[config.mk]
export PLATFORM = sky130hd
export DESIGN_NAME = protection_fault_report_ctrl
export DESIGN_NICKNAME = d
export VERILOG_FILES = /design/src/verilog/prot_fault_pkg.sv /design/src/verilog/flag_bank_if.sv /design/src/verilog/flag_latch_bank.sv /design/src/verilog/fault_report_unit.sv /design/src/verilog/protection_fault_report_ctrl.sv
export SDC_FILE = /design/constraint.sdc
export NUM_CORES = 1
export LEC_CHECK = 0
export ABC_AREA = 1
export BUFFER_PORTS_ARGS = -buffer_cell sky130_fd_sc_hd__buf_2
export CAP_MARGIN = 20
export CORE_MARGIN = 5
export CORE_UTILIZATION = 59
export CTS_CLUSTER_SIZE = 12
export DETAILED_ROUTE_END_ITERATION = 8
export PLACE_DENSITY = 0.86
export SETUP_SLACK_MARGIN = 0.1
export SLEW_MARGIN = 20
export SYNTH_ARGS = -nofsm -noshare
export SYNTH_HDL_FRONTEND = slang
export SYNTH_SLANG_ARGS = --single-unit
[constraint.sdc]
create_clock -name ref_clk -period 2.4 [get_ports ref_clk]
set_input_delay 0 -clock ref_clk [delete_from_list [all_inputs] [get_ports ref_clk]]
set_output_delay 0 -clock ref_clk [all_outputs]
set_load 0.02 [all_outputs]
[src/verilog/prot_fault_pkg.sv]
// Constants for the protection fault reporting register bank.
// Assumes an 8-bit register access port driven by the I2C front end.
package prot_fault_pkg;

	// Register offsets
	localparam logic [7:0] ADDR_WARNING_FLAGS  = 8'h73;
	localparam logic [7:0] ADDR_FAULT_MASK     = 8'h74;
	localparam logic [7:0] ADDR_LATCH_MASK     = 8'h75;
	localparam logic [7:0] ADDR_MISC_CTRL      = 8'h76;
	localparam logic [7:0] ADDR_CURRENT_LIMIT  = 8'h77;
	localparam logic [7:0] ADDR_FAULT_CLEAR    = 8'h78;

	// Values after reset
	localparam logic [7:0] RESET_WARNING_FLAGS = 8'h00;
	localparam logic [7:0] RESET_FAULT_MASK    = 8'h00;
	localparam logic [7:0] RESET_LATCH_MASK    = 8'hf8;
	localparam logic [7:0] RESET_MISC_CTRL     = 8'h00;
	localparam logic [7:0] RESET_CURRENT_LIMIT = 8'h00;
	localparam logic [7:0] RESET_FAULT_CLEAR   = 8'h00;

	// Writable bits of each register
	localparam logic [7:0] WMASK_FAULT_MASK    = 8'hf7;
	localparam logic [7:0] WMASK_LATCH_MASK    = 8'hff;
	localparam logic [7:0] WMASK_MISC_CTRL     = 8'hff;
	localparam logic [7:0] WMASK_CURRENT_LIMIT = 8'hff;
	localparam logic [7:0] WMASK_FAULT_CLEAR   = 8'h7f;

	// Fault report mask fields
	localparam int MASK_THERMAL_SHUTDOWN   = 7;
	localparam int MASK_LOGIC_SUPPLY_UNDER = 6;
	localparam int MASK_LOGIC_SUPPLY_OVER  = 5;
	localparam int MASK_CLOCK_ERROR        = 4;
	localparam int MASK_POWER_SUPPLY_VOLT  = 2;
	localparam int MASK_OUTPUT_OFFSET      = 1;
	localparam int MASK_OVERCURRENT        = 0;

	// Latch and mask control fields
	localparam int CYCLE_LIMIT_FAULT_LATCH_EN = 7;
	localparam int CYCLE_LIMIT_WARN_LATCH_EN  = 6;
	localparam int CLOCK_ERROR_LATCH_EN       = 5;
	localparam int THERMAL_SHUTDOWN_LATCH_EN  = 4;
	localparam int OVERTEMP_WARN_LATCH_EN     = 3;
	localparam int MASK_OVERTEMP_WARN         = 2;
	localparam int MASK_CYCLE_LIMIT_WARN      = 1;
	localparam int MASK_CYCLE_LIMIT_FAULT     = 0;

	// Misc, current limit and clear fields
	localparam int CLOCK_DETECT_HOLD       = 7;
	localparam int THERMAL_AUTO_RECOVER_EN = 4;
	localparam int CYCLE_LIMIT_EN          = 2;
	localparam int CYCLE_LIMIT_WARN_EN     = 1;
	localparam int CYCLE_LIMIT_FAULT_EN    = 0;
	localparam int ANALOG_FAULT_CLEAR      = 7;

	// Warning bank index equals the warning register bit
	localparam int WARN_FLAG_COUNT           = 6;
	localparam int OVERTEMP_WARN_LEVEL_ONE   = 0;
	localparam int OVERTEMP_WARN_LEVEL_TWO   = 1;
	localparam int OVERTEMP_WARN_LEVEL_THREE = 2;
	localparam int OVERTEMP_WARN_LEVEL_FOUR  = 3;
	localparam int RIGHT_CYCLE_LIMIT_WARN    = 4;
	localparam int LEFT_CYCLE_LIMIT_WARN     = 5;

	// Fault bank indices
	localparam int FAULT_FLAG_COUNT   = 11;
	localparam int FLT_OC_LEFT        = 0;
	localparam int FLT_OC_RIGHT       = 1;
	localparam int FLT_DC_LEFT        = 2;
	localparam int FLT_DC_RIGHT       = 3;
	localparam int FLT_PWR_UNDER      = 4;
	localparam int FLT_PWR_OVER       = 5;
	localparam int FLT_CLOCK          = 6;
	localparam int FLT_CYCLE_LEFT     = 7;
	localparam int FLT_CYCLE_RIGHT    = 8;
	localparam int FLT_THERMAL        = 9;
	localparam int FLT_CLOCK_DETECT   = 10;

endpackage : prot_fault_pkg

[src/verilog/flag_bank_if.sv]
// Interface joining the register bank to one sticky flag bank.
// Assumes both ends share ref_clk; the clear is a one-cycle pulse.
`timescale 1ns/1ps
interface flag_bank_if #(
	parameter int W = 8
);
	logic [W-1:0] cond;
	logic [W-1:0] latchEn;
	logic         clear;
	logic [W-1:0] flags;

	modport ctrl (output cond, output latchEn, output clear, input flags);
	modport bank (input cond, input latchEn, input clear, output flags);
endinterface : flag_bank_if

[src/verilog/flag_latch_bank.sv]
// Bank of status flags, each either sticky or following its condition.
// Assumes conditions are synchronous to ref_clk.
`timescale 1ns/1ps
module flag_latch_bank (
	input wire logic    ref_clk,
	input wire logic    nrst,
	flag_bank_if.bank   fb
);

	// A live condition always sets its flag, so a clear never loses an event
	always_ff @(posedge ref_clk or negedge nrst) begin
		if (!nrst) begin
			fb.flags <= '0;
		end else if (fb.clear) begin
			fb.flags <= fb.cond;
		end else begin
			fb.flags <= fb.cond | (fb.flags & fb.latchEn);
		end
	end

endmodule : flag_latch_bank

[src/verilog/fault_report_unit.sv]
// Combines status flags and masks into the fault pin and output disable.
// Assumes flag vectors laid out by the package indices.
`timescale 1ns/1ps
module fault_report_unit (
	input wire logic                                   ref_clk,
	input wire logic                                   nrst,
	input wire logic [prot_fault_pkg::FAULT_FLAG_COUNT-1:0] faultFlags,
	input wire logic [prot_fault_pkg::WARN_FLAG_COUNT-1:0]  warnFlags,
	input wire logic [7:0]                             faultMaskReg,
	input wire logic [7:0]                             latchMaskReg,
	input wire logic                                   thermalAutoRecoverEn,
	input wire logic                                   thermalShutdownCond,
	input wire logic                                   powerSupplyUnderCond,
	input wire logic                                   powerSupplyOverCond,
	input wire logic                                   clockErrorCond,
	input wire logic                                   logicSupplyUnderCond,
	input wire logic                                   logicSupplyOverCond,
	output logic                                       faultPinN,
	output logic                                       outputHiZ
);

	logic report;
	logic hiZ;
	logic otwAny;
	logic cbcwAny;
	logic cbcfAny;

	assign otwAny  = |warnFlags[prot_fault_pkg::OVERTEMP_WARN_LEVEL_FOUR:0];
	assign cbcwAny = warnFlags[prot_fault_pkg::LEFT_CYCLE_LIMIT_WARN]
		| warnFlags[prot_fault_pkg::RIGHT_CYCLE_LIMIT_WARN];
	assign cbcfAny = faultFlags[prot_fault_pkg::FLT_CYCLE_LEFT]
		| faultFlags[prot_fault_pkg::FLT_CYCLE_RIGHT];

	// Masks gate only the pin; the flags themselves keep setting
	always_comb begin
		report = 1'b0;
		report |= faultFlags[prot_fault_pkg::FLT_THERMAL]
			& ~faultMaskReg[prot_fault_pkg::MASK_THERMAL_SHUTDOWN];
		report |= logicSupplyUnderCond & ~faultMaskReg[prot_fault_pkg::MASK_LOGIC_SUPPLY_UNDER];
		report |= logicSupplyOverCond & ~faultMaskReg[prot_fault_pkg::MASK_LOGIC_SUPPLY_OVER];
		report |= faultFlags[prot_fault_pkg::FLT_CLOCK]
			& ~faultMaskReg[prot_fault_pkg::MASK_CLOCK_ERROR];
		report |= (faultFlags[prot_fault_pkg::FLT_PWR_UNDER] | faultFlags[prot_fault_pkg::FLT_PWR_OVER])
			& ~faultMaskReg[prot_fault_pkg::MASK_POWER_SUPPLY_VOLT];
		report |= (faultFlags[prot_fault_pkg::FLT_DC_LEFT] | faultFlags[prot_fault_pkg::FLT_DC_RIGHT])
			& ~faultMaskReg[prot_fault_pkg::MASK_OUTPUT_OFFSET];
		report |= (faultFlags[prot_fault_pkg::FLT_OC_LEFT] | faultFlags[prot_fault_pkg::FLT_OC_RIGHT])
			& ~faultMaskReg[prot_fault_pkg::MASK_OVERCURRENT];
		report |= otwAny & ~latchMaskReg[prot_fault_pkg::MASK_OVERTEMP_WARN];
		report |= cbcwAny & ~latchMaskReg[prot_fault_pkg::MASK_CYCLE_LIMIT_WARN];
		report |= cbcfAny & ~latchMaskReg[prot_fault_pkg::MASK_CYCLE_LIMIT_FAULT];
	end

	// Supply and clock faults recover on their own, so the stage follows the live level
	always_comb begin
		hiZ = faultFlags[prot_fault_pkg::FLT_OC_LEFT] | faultFlags[prot_fault_pkg::FLT_OC_RIGHT]
			| faultFlags[prot_fault_pkg::FLT_DC_LEFT] | faultFlags[prot_fault_pkg::FLT_DC_RIGHT]
			| cbcfAny | powerSupplyUnderCond | powerSupplyOverCond | clockErrorCond;
		hiZ |= thermalAutoRecoverEn ? thermalShutdownCond
			: faultFlags[prot_fault_pkg::FLT_THERMAL];
	end

	always_ff @(posedge ref_clk or negedge nrst) begin
		if (!nrst) begin
			faultPinN <= 1'b1;
			outputHiZ <= 1'b0;
		end else begin
			faultPinN <= ~report;
			outputHiZ <= hiZ;
		end
	end

endmodule : fault_report_unit

[src/verilog/protection_fault_report_ctrl.sv]
// Protection reporting registers: warnings, masks, latch enables, current limit.
// Assumes an I2C front end that presents one-cycle read and write strobes
// on ref_clk, and analog detectors whose levels are synchronous to ref_clk.
`timescale 1ns/1ps
//
// Contract
// Warning bits 5/4: left/right cycle-limit warnings
// Warning bits 0/1: overtemp levels one, two
// Warning bits 2/3: overtemp levels three, four
// Warning register resets zero, top bits zero
// Fault mask bit 7 hides thermal shutdown
// Mask bits 6/5 hide logic supply faults
// Mask bit 4 hides clock; bit 3 reserved
// Mask bit 2 hides power supply faults
// Mask bits 1/0 hide offset, overcurrent faults
// Latch bits 7/6/5: cycle fault, warning, clock
// Latch bits 4/3 thermal; reset value f8
// Bits 2/1/0 mask overtemp, cycle warn, fault
// Misc bit 7 holds clock detect status
// Misc bit 4 enables thermal auto recovery
// Current limit bits 2/1/0: enable, warn, fault
// Clear bit 7 write clears latched faults
// Fault sets flag, disables stage, drives pin; logic supply faults only drive the pin
// Latched flag sticks; unlatched follows condition
// Masks gate pin only, flags still set
module protection_fault_report_ctrl (
	input wire logic        ref_clk,
	input wire logic        nrst,
	// Register access port from the I2C front end
	input wire logic        regWrEn,
	input wire logic        regRdEn,
	input wire logic [7:0]  regAddr,
	input wire logic [7:0]  regWrData,
	output logic [7:0]      regRdData,
	// Detector levels
	input wire logic        leftCycleLimitWarnCond,
	input wire logic        rightCycleLimitWarnCond,
	input wire logic [3:0]  overtempWarnCond,
	input wire logic        leftCycleLimitFaultCond,
	input wire logic        rightCycleLimitFaultCond,
	input wire logic        leftOvercurrentCond,
	input wire logic        rightOvercurrentCond,
	input wire logic        leftOutputOffsetCond,
	input wire logic        rightOutputOffsetCond,
	input wire logic        powerSupplyUnderCond,
	input wire logic        powerSupplyOverCond,
	input wire logic        logicSupplyUnderCond,
	input wire logic        logicSupplyOverCond,
	input wire logic        clockErrorCond,
	input wire logic        clockDetectCond,
	input wire logic        thermalShutdownCond,
	// Status and control toward the rest of the device
	output logic [10:0]     faultStatus,
	output logic            clockDetectStatus,
	output logic            cycleLimitEn,
	output logic            cycleLimitWarnEn,
	output logic            cycleLimitFaultEn,
	output logic            thermalAutoRecoverEn,
	output logic            analogFaultClear,
	output logic            faultPinN,
	output logic            outputHiZ
);

	logic [7:0] faultMaskReg;
	logic [7:0] latchMaskReg;
	logic [7:0] miscCtrlReg;
	logic [7:0] currentLimitReg;
	logic [7:0] faultClearReg;
	logic [7:0] warningFlagsReg;
	logic [7:0] regRdData_next;
	logic       clearPulseReg;

	flag_bank_if #(.W(prot_fault_pkg::WARN_FLAG_COUNT))  warnIf ();
	flag_bank_if #(.W(prot_fault_pkg::FAULT_FLAG_COUNT)) faultIf ();

	// Register writes
	always_ff @(posedge ref_clk or negedge nrst) begin
		if (!nrst) begin
			faultMaskReg <= prot_fault_pkg::RESET_FAULT_MASK;
		end else if (regWrEn && regAddr == prot_fault_pkg::ADDR_FAULT_MASK) begin
			faultMaskReg <= regWrData & prot_fault_pkg::WMASK_FAULT_MASK;
		end
	end

	always_ff @(posedge ref_clk or negedge nrst) begin
		if (!nrst) begin
			latchMaskReg <= prot_fault_pkg::RESET_LATCH_MASK;
		end else if (regWrEn && regAddr == prot_fault_pkg::ADDR_LATCH_MASK) begin
			latchMaskReg <= regWrData & prot_fault_pkg::WMASK_LATCH_MASK;
		end
	end

	always_ff @(posedge ref_clk or negedge nrst) begin
		if (!nrst) begin
			miscCtrlReg <= prot_fault_pkg::RESET_MISC_CTRL;
		end else if (regWrEn && regAddr == prot_fault_pkg::ADDR_MISC_CTRL) begin
			miscCtrlReg <= regWrData & prot_fault_pkg::WMASK_MISC_CTRL;
		end
	end

	always_ff @(posedge ref_clk or negedge nrst) begin
		if (!nrst) begin
			currentLimitReg <= prot_fault_pkg::RESET_CURRENT_LIMIT;
		end else if (regWrEn && regAddr == prot_fault_pkg::ADDR_CURRENT_LIMIT) begin
			currentLimitReg <= regWrData & prot_fault_pkg::WMASK_CURRENT_LIMIT;
		end
	end

	// The clear bit is never stored; only the reserved storage bits are
	always_ff @(posedge ref_clk or negedge nrst) begin
		if (!nrst) begin
			faultClearReg <= prot_fault_pkg::RESET_FAULT_CLEAR;
			clearPulseReg <= 1'b0;
		end else begin
			clearPulseReg <= regWrEn && regAddr == prot_fault_pkg::ADDR_FAULT_CLEAR
				&& regWrData[prot_fault_pkg::ANALOG_FAULT_CLEAR];
			if (regWrEn && regAddr == prot_fault_pkg::ADDR_FAULT_CLEAR) begin
				faultClearReg <= regWrData & prot_fault_pkg::WMASK_FAULT_CLEAR;
			end
		end
	end

	assign cycleLimitEn         = currentLimitReg[prot_fault_pkg::CYCLE_LIMIT_EN];
	assign cycleLimitWarnEn     = currentLimitReg[prot_fault_pkg::CYCLE_LIMIT_WARN_EN];
	assign cycleLimitFaultEn    = currentLimitReg[prot_fault_pkg::CYCLE_LIMIT_FAULT_EN];
	assign thermalAutoRecoverEn = miscCtrlReg[prot_fault_pkg::THERMAL_AUTO_RECOVER_EN];
	assign analogFaultClear     = clearPulseReg;

	// Warning bank; cycle-limit warnings only count while the limiter and its warning run
	always_comb begin
		warnIf.cond = '0;
		warnIf.cond[prot_fault_pkg::OVERTEMP_WARN_LEVEL_FOUR:0] = overtempWarnCond;
		warnIf.cond[prot_fault_pkg::LEFT_CYCLE_LIMIT_WARN] =
			leftCycleLimitWarnCond & cycleLimitEn & cycleLimitWarnEn;
		warnIf.cond[prot_fault_pkg::RIGHT_CYCLE_LIMIT_WARN] =
			rightCycleLimitWarnCond & cycleLimitEn & cycleLimitWarnEn;
	end

	always_comb begin
		warnIf.latchEn = '0;
		warnIf.latchEn[prot_fault_pkg::OVERTEMP_WARN_LEVEL_FOUR:0] =
			{4{latchMaskReg[prot_fault_pkg::OVERTEMP_WARN_LATCH_EN]}};
		warnIf.latchEn[prot_fault_pkg::LEFT_CYCLE_LIMIT_WARN] =
			latchMaskReg[prot_fault_pkg::CYCLE_LIMIT_WARN_LATCH_EN];
		warnIf.latchEn[prot_fault_pkg::RIGHT_CYCLE_LIMIT_WARN] =
			latchMaskReg[prot_fault_pkg::CYCLE_LIMIT_WARN_LATCH_EN];
	end

	assign warnIf.clear = clearPulseReg;

	// Fault bank
	always_comb begin
		faultIf.cond = '0;
		faultIf.cond[prot_fault_pkg::FLT_OC_LEFT]      = leftOvercurrentCond;
		faultIf.cond[prot_fault_pkg::FLT_OC_RIGHT]     = rightOvercurrentCond;
		faultIf.cond[prot_fault_pkg::FLT_DC_LEFT]      = leftOutputOffsetCond;
		faultIf.cond[prot_fault_pkg::FLT_DC_RIGHT]     = rightOutputOffsetCond;
		faultIf.cond[prot_fault_pkg::FLT_PWR_UNDER]    = powerSupplyUnderCond;
		faultIf.cond[prot_fault_pkg::FLT_PWR_OVER]     = powerSupplyOverCond;
		faultIf.cond[prot_fault_pkg::FLT_CLOCK]        = clockErrorCond;
		faultIf.cond[prot_fault_pkg::FLT_CYCLE_LEFT]   =
			leftCycleLimitFaultCond & cycleLimitEn & cycleLimitFaultEn;
		faultIf.cond[prot_fault_pkg::FLT_CYCLE_RIGHT]  =
			rightCycleLimitFaultCond & cycleLimitEn & cycleLimitFaultEn;
		faultIf.cond[prot_fault_pkg::FLT_THERMAL]      = thermalShutdownCond;
		faultIf.cond[prot_fault_pkg::FLT_CLOCK_DETECT] = clockDetectCond;
	end

	// Analog faults always stick until cleared; the others follow their enables
	always_comb begin
		faultIf.latchEn = '1;
		faultIf.latchEn[prot_fault_pkg::FLT_CLOCK] =
			latchMaskReg[prot_fault_pkg::CLOCK_ERROR_LATCH_EN];
		faultIf.latchEn[prot_fault_pkg::FLT_CYCLE_LEFT] =
			latchMaskReg[prot_fault_pkg::CYCLE_LIMIT_FAULT_LATCH_EN];
		faultIf.latchEn[prot_fault_pkg::FLT_CYCLE_RIGHT] =
			latchMaskReg[prot_fault_pkg::CYCLE_LIMIT_FAULT_LATCH_EN];
		faultIf.latchEn[prot_fault_pkg::FLT_THERMAL] =
			latchMaskReg[prot_fault_pkg::THERMAL_SHUTDOWN_LATCH_EN];
		faultIf.latchEn[prot_fault_pkg::FLT_CLOCK_DETECT] =
			miscCtrlReg[prot_fault_pkg::CLOCK_DETECT_HOLD];
	end

	assign faultIf.clear = clearPulseReg;

	flag_latch_bank warnBank (
		.ref_clk (ref_clk),
		.nrst    (nrst),
		.fb      (warnIf.bank)
	);

	flag_latch_bank faultBank (
		.ref_clk (ref_clk),
		.nrst    (nrst),
		.fb      (faultIf.bank)
	);

	assign warningFlagsReg   = {2'h0, warnIf.flags};
	assign faultStatus       = faultIf.flags;
	assign clockDetectStatus = faultIf.flags[prot_fault_pkg::FLT_CLOCK_DETECT];

	fault_report_unit reportUnit (
		.ref_clk              (ref_clk),
		.nrst                 (nrst),
		.faultFlags           (faultIf.flags),
		.warnFlags            (warnIf.flags),
		.faultMaskReg         (faultMaskReg),
		.latchMaskReg         (latchMaskReg),
		.thermalAutoRecoverEn (thermalAutoRecoverEn),
		.thermalShutdownCond  (thermalShutdownCond),
		.powerSupplyUnderCond (powerSupplyUnderCond),
		.powerSupplyOverCond  (powerSupplyOverCond),
		.clockErrorCond       (clockErrorCond),
		.logicSupplyUnderCond (logicSupplyUnderCond),
		.logicSupplyOverCond  (logicSupplyOverCond),
		.faultPinN            (faultPinN),
		.outputHiZ            (outputHiZ)
	);

	// Read mux; unmapped offsets read zero
	always_comb begin
		unique case (regAddr)
			prot_fault_pkg::ADDR_WARNING_FLAGS: regRdData_next = warningFlagsReg;
			prot_fault_pkg::ADDR_FAULT_MASK:    regRdData_next = faultMaskReg;
			prot_fault_pkg::ADDR_LATCH_MASK:    regRdData_next = latchMaskReg;
			prot_fault_pkg::ADDR_MISC_CTRL:     regRdData_next = miscCtrlReg;
			prot_fault_pkg::ADDR_CURRENT_LIMIT: regRdData_next = currentLimitReg;
			prot_fault_pkg::ADDR_FAULT_CLEAR:   regRdData_next = faultClearReg;
			default:                            regRdData_next = 8'h00;
		endcase
	end

	// Read data is captured on the strobe and held until the next read
	always_ff @(posedge ref_clk or negedge nrst) begin
		if (!nrst) begin
			regRdData <= 8'h00;
		end else if (regRdEn) begin
			regRdData <= regRdData_next;
		end
	end

endmodule : protection_fault_report_ctrl

==> results of run 1 <==
-- final timing paths --
check | start | slack (ns) | endpoint | depth (start not counted)
min in group asynchronous | nrst | 0.26 | regRdData[3]$_DFFE_PN0P_ | 2
worst max register to register | analogFaultClear$_DFF_PN0_ | 1.21 | warnBank.fb.flags[1]$_DFF_PN0_ | 3
worst min-delay path | logicSupplyUnderCond | 0.06 | reportUnit.faultPinN$_DFF_PN1_ | 6
worst min register to register | regRdData[3]$_DFFE_PN0P_ | 0.48 | regRdData[3]$_DFFE_PN0P_ | 2
max in group asynchronous | nrst | 1.35 | latchMaskReg[4]$_DFFE_PN1P_ | 3
worst max-delay path | regAddr[7] | 1.17 | faultClearReg[3]$_DFFE_PN0P_ | 8
-- what timing repair did --
action | in CTS | in global routing
buffers inserted | 0 | 0
hold buffers | 28 | 0
endpoints found under the hold margin | 84 | 0
-- worst max-delay path: stages --
cell	delay (ns)
buf_2	0.10
inv_1	0.05
nand2_2	0.08
nor2_8	0.49
nand3_2	0.36
inv_2	0.23
nand2_1	0.10
nand2_1	0.07
-- cell type report --
type	count	area [sq um]
clock buffers	11	131
clock inverters	5	78.8
fillers	396	1370
inverters	28	105
multi-input cells	265	1420
flip-flops and latches	66	1660
well taps	72	90.1
repair buffers	95	621
-- cells in the mapped netlist (all sizes together) --
library cell,n
nor3,1
buf,8
nor2,32
clkinv,1
a211oi,1
o21bai,5
inv,27
nand2,112
nand4,1
o31ai,1
dfstp,6
a31o,3
o21a,2
dfrtp,60
o21ai,41
a21o,6
clkbuf,2
nand3,53
a21oi,6
nor4,1
-- per-stage QoR --
stage	std cells	utilization [%]	setup WS, ns
after floorplan	369	-	1.32
after global placement	498	66.1	0.930
after detailed placement	498	66.1	0.898
after CTS	542	75.1	1.21
after global routing	542	75.1	1.08
final	542	75.1	1.17
-- cells in the final DEF, fill, tap and decap left out, types with 2 or more instances in the layout --
cell type / instances
a21o_1: 6
nand3_1: 52
buf_2: 65
buf_4: 2
a31o_2: 3
nand2_2: 4
clkinv_2: 2
o21bai_1: 5
nand2_4: 5
nand2_1: 103
o21ai_1: 5
o21a_1: 2
dfrtp_1: 60
clkbuf_8: 9
bufinv_16: 2
dlygate4sd3_1: 28
o21ai_0: 29
inv_1: 24
clkbuf_1: 2
a21oi_2: 5
dfstp_2: 6
inv_2: 3
o21ai_2: 7
nor2_8: 6
nor2_1: 22
nor2_4: 4
-- power by group through the flow --
stage	Sequential, uW	Clock, uW	Combinational (uW)
after floorplan	1230	0	119
after global placement	1230	0	231
after detailed placement	1230	0	236
after CTS	1210	1010	273
after global routing	1210	1070	301
final	1210	1010	275
-- routing by layer --
metal | wire, microns | vias to the layer above
li1 | - | 1411
met1 | 3650 | 1431
met2 | 4530 | 170
met3 | 634 | 34
met4 | 294 | 0
met5 | 0 | -
-- registers in the layout, summed over array words and instances (netlist names) --
name and cells:
faultBank.fb.flags 11, currentLimitReg 8, latchMaskReg 8, miscCtrlReg 8
regRdData 8, faultClearReg 7, faultMaskReg 7, warnBank.fb.flags 6
analogFaultClear 1, reportUnit.faultPinN 1, reportUnit.outputHiZ 1
-- kinds of logic after synthesis --
logic type             Yosys count  share of synthesized area [%]
and+or+nand+nor                200                           30.5
AOI/OAI and AO/OA               65                           12.8
buffers and inverters           38                           6.24
DFF                             66                           50.5
==> results.py, run 1 <==
metrics = {
    "detailed_routing": {
        "via_count": 3046,
        "wire_per_inst_microns": 16.8,
        "wl_microns": 9110,
        "vias_per_cell": 5.62,
        "drtIter0Drc": 371,
        "drt.antenna.violating_nets": 0,
        "drc": 0,
        "drt_first_pass_iters": 5,
    },
    "sta": {
        "layout_min_cycle_time_ns": 1.23,
        "maxSlewViolCount": 0,
        "timing.fmax_mhz": 812,
        "rsz0062_at_grt": "false",
        "finalCritPeriodShare_pct": 51.3,
        "worst_pin_slew_ns": 0.750,
        "setup-violations-final": 0,
        "clock-skew-final_ns": 0.00891,
        "hold_viol_final": 0,
        "finalSetupTns_ns": 0,
        "hold_ws_ns": 0.0645,
        "slew_headroom_pct": 50.0,
    },
    "die": {
        "rows": 27,
        "die_w_microns": 84.6,
        "core-area_sq_um": 5470,
        "start_util_pct": 60.1,
        "dieArea_sq_um": 7160,
        "dieHeight_microns": 84.6,
        "pin_count": 66,
    },
    "layout": {
        "diodes": 0,
        "design_area_sq_um": 4110,
        "nets": 504,
        "layout-drive-gt1-share_pct": 26.6,
        "area_delta_synth_final_pct": 25.0,
    },
    "grt": {
        "gr-usage-all-layers_pct": 26.8,
        "gr-usage-met1_pct": 34.8,
        "grt_max_degree": 47,
        "grt_antenna_before_repair": 0,
        "grt_pass1_wl_microns": 15000,
        "gr-usage-met2_pct": 43.8,
        "use_met3_pct": 4.02,
        "grt_pass1_vias": 3140,
        "grt_overflow": 0,
        "busiest_layer": "met2",
    },
    "placement": {
        "io_buffers": 65,
        "place.gp.congestion": 0.890,
        "hpwl_microns": 6170,
        "place_area_sq_um": 3620,
    },
    "power_and_ir_drop": {
        "power.total_uw": 2490,
        "clkPwrFrac_pct": 40.5,
        "pwr-share-seq_pct": 48.5,
        "power.density_nw_per_um2": 607,
        "cellLeakagePower_uw": 0.00220,
        "vdd_ir_drop_max_v": 0.000427,
        "p_comb_share_pct": 11.0,
        "power.switching_uw": 634,
        "p_int_uw": 1860,
        "netSwitchingFraction_pct": 25.4,
    },
    "synthesis": {
        "synth_nets": 408,
        "ys_seq_area_share_pct": 50.5,
        "synthTopCellsByArea": "dfrtp_1 (46%), nand2_1 (12%), nand3_1 (7.9%)",
        "synth.distinct_cells": 33,
        "synth-seq-cells": 66,
        "synthCells": 369,
        "postSynthAreaPerCell_sq_um": 8.91,
        "synth_largest_area_cell": "dfrtp_1",
        "yosysWarnings": 0,
        "syn_area_sq_um": 3290,
        "yosys.area.top_type_share_pct": 45.7,
    },
    "clock_tree": {
        "htreeDepth": 3,
        "cts_made_buffers": 9,
        "numClockSinks": 66,
        "clk_pin_slew_ns": 0.07,
        "cts_tree": "done",
        "clockBufferDepth": 2,
        "clk_latency_ns": 0.34,
        "cts_root_buf": "clkbuf_8",
        "ctsResizeCount": 0,
    },
    "setup_path": {
        "worstPathMaxFanout": 46,
        "crit_type": "input port to register",
        "crit_required_ns": 2.67,
        "critPathCaptureType": "register",
        "arrival_ns": 1.51,
        "start_kind": "input port",
    },
    "run": {
        "cap_violations": 0,
    },
    "outcome": {
        "outcome": "completed",
    },
    "worst_hold_path": {
        "holdCritPathClass": "input port to register",
    },
}
Note: power is estimated with default switching activity, not from simulation.
==> inputs of run 2 (changes only) <==
--- a/config.mk
+++ b/config.mk
@@ -9,10 +9,10 @@
 export BUFFER_PORTS_ARGS = -buffer_cell sky130_fd_sc_hd__buf_2
 export CAP_MARGIN = 20
 export CORE_MARGIN = 5
-export CORE_UTILIZATION = 59
+export CORE_UTILIZATION = 55
 export CTS_CLUSTER_SIZE = 12
 export DETAILED_ROUTE_END_ITERATION = 8
-export PLACE_DENSITY = 0.86
+export PLACE_DENSITY = 0.81
 export SETUP_SLACK_MARGIN = 0.1
 export SLEW_MARGIN = 20
 export SYNTH_ARGS = -nofsm -noshare
==> constraint.sdc (replaced) <==
create_clock -name ref_clk -period 1.2 [get_ports ref_clk]
set_input_delay 0 -clock ref_clk [delete_from_list [all_inputs] [get_ports ref_clk]]
set_output_delay 0 -clock ref_clk [all_outputs]
set_load 0.02 [all_outputs]
==> run 2 against run 1 <==
Cell area increased by 4.4%. Worst setup slack got worse by 1.0 ns. Worst hold slack got worse by 0.026 ns. First-iteration DRC count decreased by 24%. Die area increased by 6.4%. Critical path depth decreased by 6. Flip-flop and latch count unchanged. Routed wire length decreased by 4.3%. Sequential share of layout area decreased by 1.7 points. Clock skew about the same. Core utilization decreased by 1.8 points. Critical endpoint is now cycleLimitEn. Highest routed layer unchanged.
==> results.py, run 2 (synthesis gave the netlist of run 1 again) <==
metrics = {
    "layout": {
        "layout_commonest_cell": "nand2_1",
        "nets": 518,
        "largest_register_ff_count": 11,
        "design_area_sq_um": 4290,
        "layout-drive-gt1-share_pct": 30.0,
        "regMostFlops": "faultBank.fb.flags",
        "diodes": 0,
        "multiInputGateArea_sq_um": 1430,
        "register_area_sq_um": 1660,
        "final_cell_mix": "nand2_1 (103), buf_2 (65), dfrtp_1 (60)",
        "finalNonFillerCells": 559,
        "area_delta_synth_final_pct": 30.4,
        "fillers": 420,
    },
    "setup_path": {
        "cp.depth": 2,
        "critical_path_buf_inv_count": 2,
        "worstPathMaxFanout": 6,
        "rr_worst_depth": 4,
        "crit_required_ns": 1.20,
        "crit_type": "register to output port",
        "path_delay_family": "flip-flops",
        "crit_chain": "buf_4 > buf_2",
        "critPathMaxStageDelay_ns": 0.38,
        "start_kind": "register",
        "arrival_ns": 1.06,
        "critical-path-slowest-cell": "dfrtp_1",
        "critPathCaptureType": "output port",
    },
    "power_and_ir_drop": {
        "power.total_uw": 5070,
        "cellLeakagePower_uw": 0.00228,
        "vdd_ir_drop_max_v": 0.000862,
        "power.density_nw_per_um2": 1180,
    },
    "sta": {
        "hold_ws_ns": 0.0384,
        "worst_pin_slew_ns": 0.377,
        "slew_headroom_pct": 74.8,
        "finalCritPeriodShare_pct": 88.5,
        "clock-skew-final_ns": 0.00916,
        "layout_min_cycle_time_ns": 1.06,
        "hold_viol_final": 0,
        "timing.fmax_mhz": 942,
        "maxSlewViolCount": 0,
        "rsz0062_at_grt": "false",
        "setup-violations-final": 0,
        "finalSetupTns_ns": 0,
    },
    "detailed_routing": {
        "drt.antenna.violating_nets": 0,
        "drt_first_pass_iters": 5,
        "drtIter0Drc": 281,
        "wl_microns": 8710,
        "vias_per_cell": 5.41,
        "drc": 0,
        "via_count": 3024,
        "wire_per_inst_microns": 15.6,
    },
    "placement": {
        "io_buffers": 65,
        "hpwl_microns": 6090,
        "dp_cells": 513,
        "place_area_sq_um": 3750,
        "place.gp.congestion": 0.960,
    },
    "worst_hold_path": {
        "holdCritPathClass": "input port to register",
        "worstHoldPathCells": 6,
    },
    "grt": {
        "grt_overflow": 0,
        "grt_max_degree": 67,
        "gr-usage-all-layers_pct": 24.6,
        "grt_pass1_vias": 2984,
        "grt_pass1_wl_microns": 14300,
        "grt_antenna_before_repair": 0,
    },
    "clock_tree": {
        "cts_made_buffers": 9,
        "numClockSinks": 66,
        "clk_pin_slew_ns": 0.07,
        "clk_latency_ns": 0.35,
        "clockBufferDepth": 2,
        "cts_root_buf": "clkbuf_8",
        "htreeDepth": 3,
        "cts_tree": "done",
    },
    "outcome": {
        "outcome": "completed",
    },
    "die": {
        "pin_count": 66,
        "start_util_pct": 56.2,
        "core-area_sq_um": 5850,
        "dieArea_sq_um": 7620,
        "dieHeight_microns": 87.3,
        "rows": 28,
        "die_w_microns": 87.3,
    },
    "run": {
        "cap_violations": 0,
    },
}
## run 2: changes by cell type in the layout (fill, tap and decap cells not counted), sizes merged
cell	before	now
clkinvlp	0	2
buf	67	81
inv	27	26
clkinv	4	3
## run 2: where the power goes
| group | internal [uW] | switching, uW |
|---|---|---|
| clock network | 1220 | 862 |
| logic | 243 | 334 |
| registers | 2330 | 74.3 |
| total | 3800 | 1270 |
## run 2: metrics by stage
stage / util (%) / worst slack [ns]
after floorplan: - / 0.115
after global placement: 64.1 / 0.0786
after detailed placement: 64.1 / 0.0601
after CTS: 72.6 / 0.108
after global routing: 73.3 / 0.101
final: 73.3 / 0.139
## run 2: timing repair
item	4_1_cts	5_1_grt
endpoints found under the setup margin	0	9
buffers inserted	0	2
resized for setup	0	6
hold endpoints to repair	127	0
hold buffers	28	0
## run 2: layer usage
| metal | global-route usage (%) | vias up | routed length (microns) |
|---|---|---|---|
| li1 | - | 1441 | - |
| met1 | 32.5 | 1438 | 3670 |
| met5 | 0 | - | 0 |
| met2 | 38.9 | 113 | 4250 |
| met4 | 13.8 | 0 | 309 |
| met3 | 3.50 | 32 | 490 |
## run 2: area by class of cell
cell class / instances / share of cell area (%)
sequential: 66 / 38.7
inverter: 28 / 2.54
multi-input combinational: 265 / 33.4
clock inverter: 5 / 1.81
clock buffer: 11 / 3.30
tap: 75 / 2.19
timing repair buffer: 109 / 18.1
## run 2: path summary, 6_finish.rpt
check / from / endpoint / slack, ns
worst max-delay path: currentLimitReg[2]$_DFFE_PN0P_ / cycleLimitEn / 0.14
worst min-delay path: logicSupplyUnderCond / reportUnit.faultPinN$_DFF_PN1_ / 0.04
worst max register to register: currentLimitReg[0]$_DFFE_PN0P_ / regRdData[0]$_DFFE_PN0P_ / 0.15
worst min register to register: regRdData[7]$_DFFE_PN0P_ / regRdData[7]$_DFFE_PN0P_ / 0.48
max in group asynchronous: nrst / latchMaskReg[3]$_DFFE_PN1P_ / 0.67
min in group asynchronous: nrst / regRdData[3]$_DFFE_PN0P_ / 0.20
## run 2: tightest hold or removal path, delay by kind of cell
kind	cells	cell delay, ns
AOI/OAI and AO/OA	2	0.15
buffers and inverters	1	0.08
and+or+nand+nor	3	0.16
==> inputs of run 3 (changes only) <==
--- a/config.mk
+++ b/config.mk
@@ -9,10 +9,10 @@
 export BUFFER_PORTS_ARGS = -buffer_cell sky130_fd_sc_hd__buf_2
 export CAP_MARGIN = 20
 export CORE_MARGIN = 5
-export CORE_UTILIZATION = 55
+export CORE_UTILIZATION = 40
 export CTS_CLUSTER_SIZE = 12
 export DETAILED_ROUTE_END_ITERATION = 8
-export PLACE_DENSITY = 0.81
+export PLACE_DENSITY = 0.62
 export SETUP_SLACK_MARGIN = 0.1
 export SLEW_MARGIN = 20
 export SYNTH_ARGS = -nofsm -noshare
==> run 3 against run 2 <==
Cell area is 0.53% lower. Sequential power is essentially flat. Critical path type unchanged. Flip-flop and latch count stayed put. Largest cell class unchanged. Largest power group unchanged. Worst setup slack gained 0.0079 ns. Clock power is 19% lower. Critical path depth unchanged.
==> results.py, run 3 (synthesis gave the netlist of run 1 again) <==
metrics = {
    "placement": {
        "hpwl_microns": 6730,
        "io_buffers": 65,
        "place.gp.congestion": 0.847,
        "place_area_sq_um": 3790,
    },
    "sta": {
        "clock-skew-final_ns": 0.00776,
        "timing.fmax_mhz": 949,
        "finalSetupTns_ns": 0,
        "finalCritPeriodShare_pct": 87.8,
        "layout_min_cycle_time_ns": 1.05,
        "slew_headroom_pct": 71.1,
        "worst_pin_slew_ns": 0.433,
        "maxSlewViolCount": 0,
        "rsz0062_at_grt": "false",
        "hold_viol_final": 0,
        "setup-violations-final": 0,
    },
    "clock_tree": {
        "clockBufferDepth": 2,
        "cts_root_buf": "clkbuf_8",
        "cts_tree": "done",
        "cts_made_buffers": 9,
        "numClockSinks": 66,
        "clk_pin_slew_ns": 0.07,
        "clk_latency_ns": 0.34,
        "htreeDepth": 3,
    },
    "layout": {
        "diodes": 0,
        "final_cell_mix": "nand2_1 (103), buf_2 (65), dfrtp_1 (59)",
        "nets": 518,
        "area_delta_synth_final_pct": 29.7,
        "regMostFlops": "faultBank.fb.flags",
        "fillers": 790,
        "layout-drive-gt1-share_pct": 29.5,
        "layout_commonest_cell": "nand2_1",
        "register_area_sq_um": 1660,
        "multiInputGateArea_sq_um": 1430,
        "largest_register_ff_count": 11,
        "design_area_sq_um": 4260,
    },
    "setup_path": {
        "crit_type": "register to output port",
        "start_kind": "register",
        "rr_startpoint": "latchMaskReg[7]$_DFFE_PN1P_",
        "critPathCaptureType": "output port",
        "worstPathMaxFanout": 6,
        "critPathMaxStageDelay_ns": 0.38,
        "rrSetupSlack_ns": 0.15,
        "reg2reg_to": "regRdData[7]$_DFFE_PN0P_",
        "rr_worst_depth": 4,
        "arrival_ns": 1.05,
        "critical-path-slowest-cell": "dfrtp_1",
        "crit_chain": "buf_4 > buf_2",
        "crit_required_ns": 1.20,
    },
    "detailed_routing": {
        "wl_met2_microns": 4350,
        "dr.max_layer_used": "met4",
        "vias_per_cell": 4.97,
        "met1_length_microns": 4130,
        "drt.antenna.violating_nets": 0,
        "drtIter0Drc": 198,
        "wl_microns": 9170,
        "wl_met3_microns": 452,
        "wire_per_inst_microns": 15.6,
        "via_count": 2926,
        "drc": 0,
        "drt_first_pass_iters": 5,
    },
    "power_and_ir_drop": {
        "cellLeakagePower_uw": 0.00226,
        "p_int_uw": 3430,
        "netSwitchingFraction_pct": 26.7,
        "power.density_nw_per_um2": 1100,
        "power.switching_uw": 1250,
        "vdd_ir_drop_max_v": 0.000508,
        "p_comb_share_pct": 12.6,
        "clkPwrFrac_pct": 36.0,
        "pwr-share-seq_pct": 51.4,
    },
    "run": {
        "cap_violations": 0,
    },
    "grt": {
        "grt_pass1_wl_microns": 14900,
        "grt_max_degree": 31,
        "grt_antenna_before_repair": 0,
        "grt_overflow": 0,
        "grt_pass1_vias": 2914,
        "gr-usage-all-layers_pct": 19.3,
    },
    "worst_hold_path": {
        "holdPathEnd": "reportUnit.faultPinN$_DFF_PN1_",
        "worstHoldStart": "logicSupplyUnderCond",
        "worstHoldPathCells": 6,
        "holdCritPathClass": "input port to register",
    },
    "die": {
        "core-area_sq_um": 8090,
        "dieHeight_microns": 101,
        "pin_count": 66,
        "rows": 33,
        "die_w_microns": 101,
        "dieArea_sq_um": 10100,
        "start_util_pct": 40.6,
    },
    "outcome": {
        "outcome": "completed",
    },
}
[run 3: changes by cell type in the layout (fill, tap and decap cells not counted), sizes merged]
cell and delta:
bufinv -2, clkbuf +2, buf -1, clkinvlp +1
[run 3: final cells by class]
cell class                      instances  area share, %
Timing Repair Buffer                  108           17.7
Sequential cell                        66           38.9
Inverter                               28           2.64
Clock inverter                          3          0.352
Tap cell                              105           3.08
Multi-Input combinational cell        265           33.4
Timing Repair inverter                  1          0.117
Clock buffer                           13           3.73
[run 3: power by group through the flow]
stage | sequential [uW] | clock [uW] | combinational, uW
after floorplan | 2460 | 0 | 237
final | 2410 | 1690 | 588
after global placement | 2450 | 0 | 513
after detailed placement | 2450 | 0 | 516
after CTS | 2410 | 1740 | 589
after global routing | 2420 | 1830 | 653
[run 3: routing by layer]
layer | vias up | GRT usage (%)
met5 | - | 0
met4 | 0 | 8.91
met3 | 16 | 2.91
li1 | 1436 | -
met2 | 80 | 29.9
met1 | 1394 | 26.6
[run 3: what timing repair did]
action                     4_1_cts  5_1_grt
pin swaps                        1        1
buffers inserted                 0        1
gates cloned                     0        1
resized for setup                2        3
hold buffers                    28        0
hold endpoints to repair       123        0
setup endpoints to repair        6       15
[run 3: how the worst max path moves through the flow]
stage | start | endpoint | slack (ns) | cells past startpoint
floorplan | analogFaultClear$_DFF_PN0_ | faultBank.fb.flags[6]$_DFF_PN0_ | 0.12 | 3
global placement | regAddr[7] | regRdData[7]$_DFFE_PN0P_ | 0.02 | 9
detailed placement | regAddr[7] | regRdData[7]$_DFFE_PN0P_ | 0.02 | 9
CTS | faultMaskReg[6]$_DFFE_PN0P_ | reportUnit.faultPinN$_DFF_PN1_ | 0.10 | 6
global route | currentLimitReg[0]$_DFFE_PN0P_ | regRdData[0]$_DFFE_PN0P_ | 0.11 | 4
finish | currentLimitReg[2]$_DFFE_PN0P_ | cycleLimitEn | 0.15 | 2
[run 3: critical path: cells and delay by family (launching register included)]
| kind | cells | cell delay, ns |
|---|---|---|
| buf+inv | 2 | 0.33 |
| flops | 1 | 0.38 |
[run 3: metrics by stage]
stage | utilization (%) | hold slack, ns | total power (uW) | worst slack, ns | cells
6_report | 52.7 | 0.0684 | 4680 | 0.146 | 589
4_1_cts | 52.4 | 0.0592 | 4740 | 0.104 | 587
2_1_floorplan | - | -0.296 | 2700 | 0.115 | 369
5_1_grt | 52.7 | 0.0990 | 4900 | 0.106 | 589
3_5_place_dp | 46.8 | -0.0339 | 2970 | 0.0180 | 543
3_3_place_gp | 46.8 | -0.0389 | 2960 | 0.0189 | 543
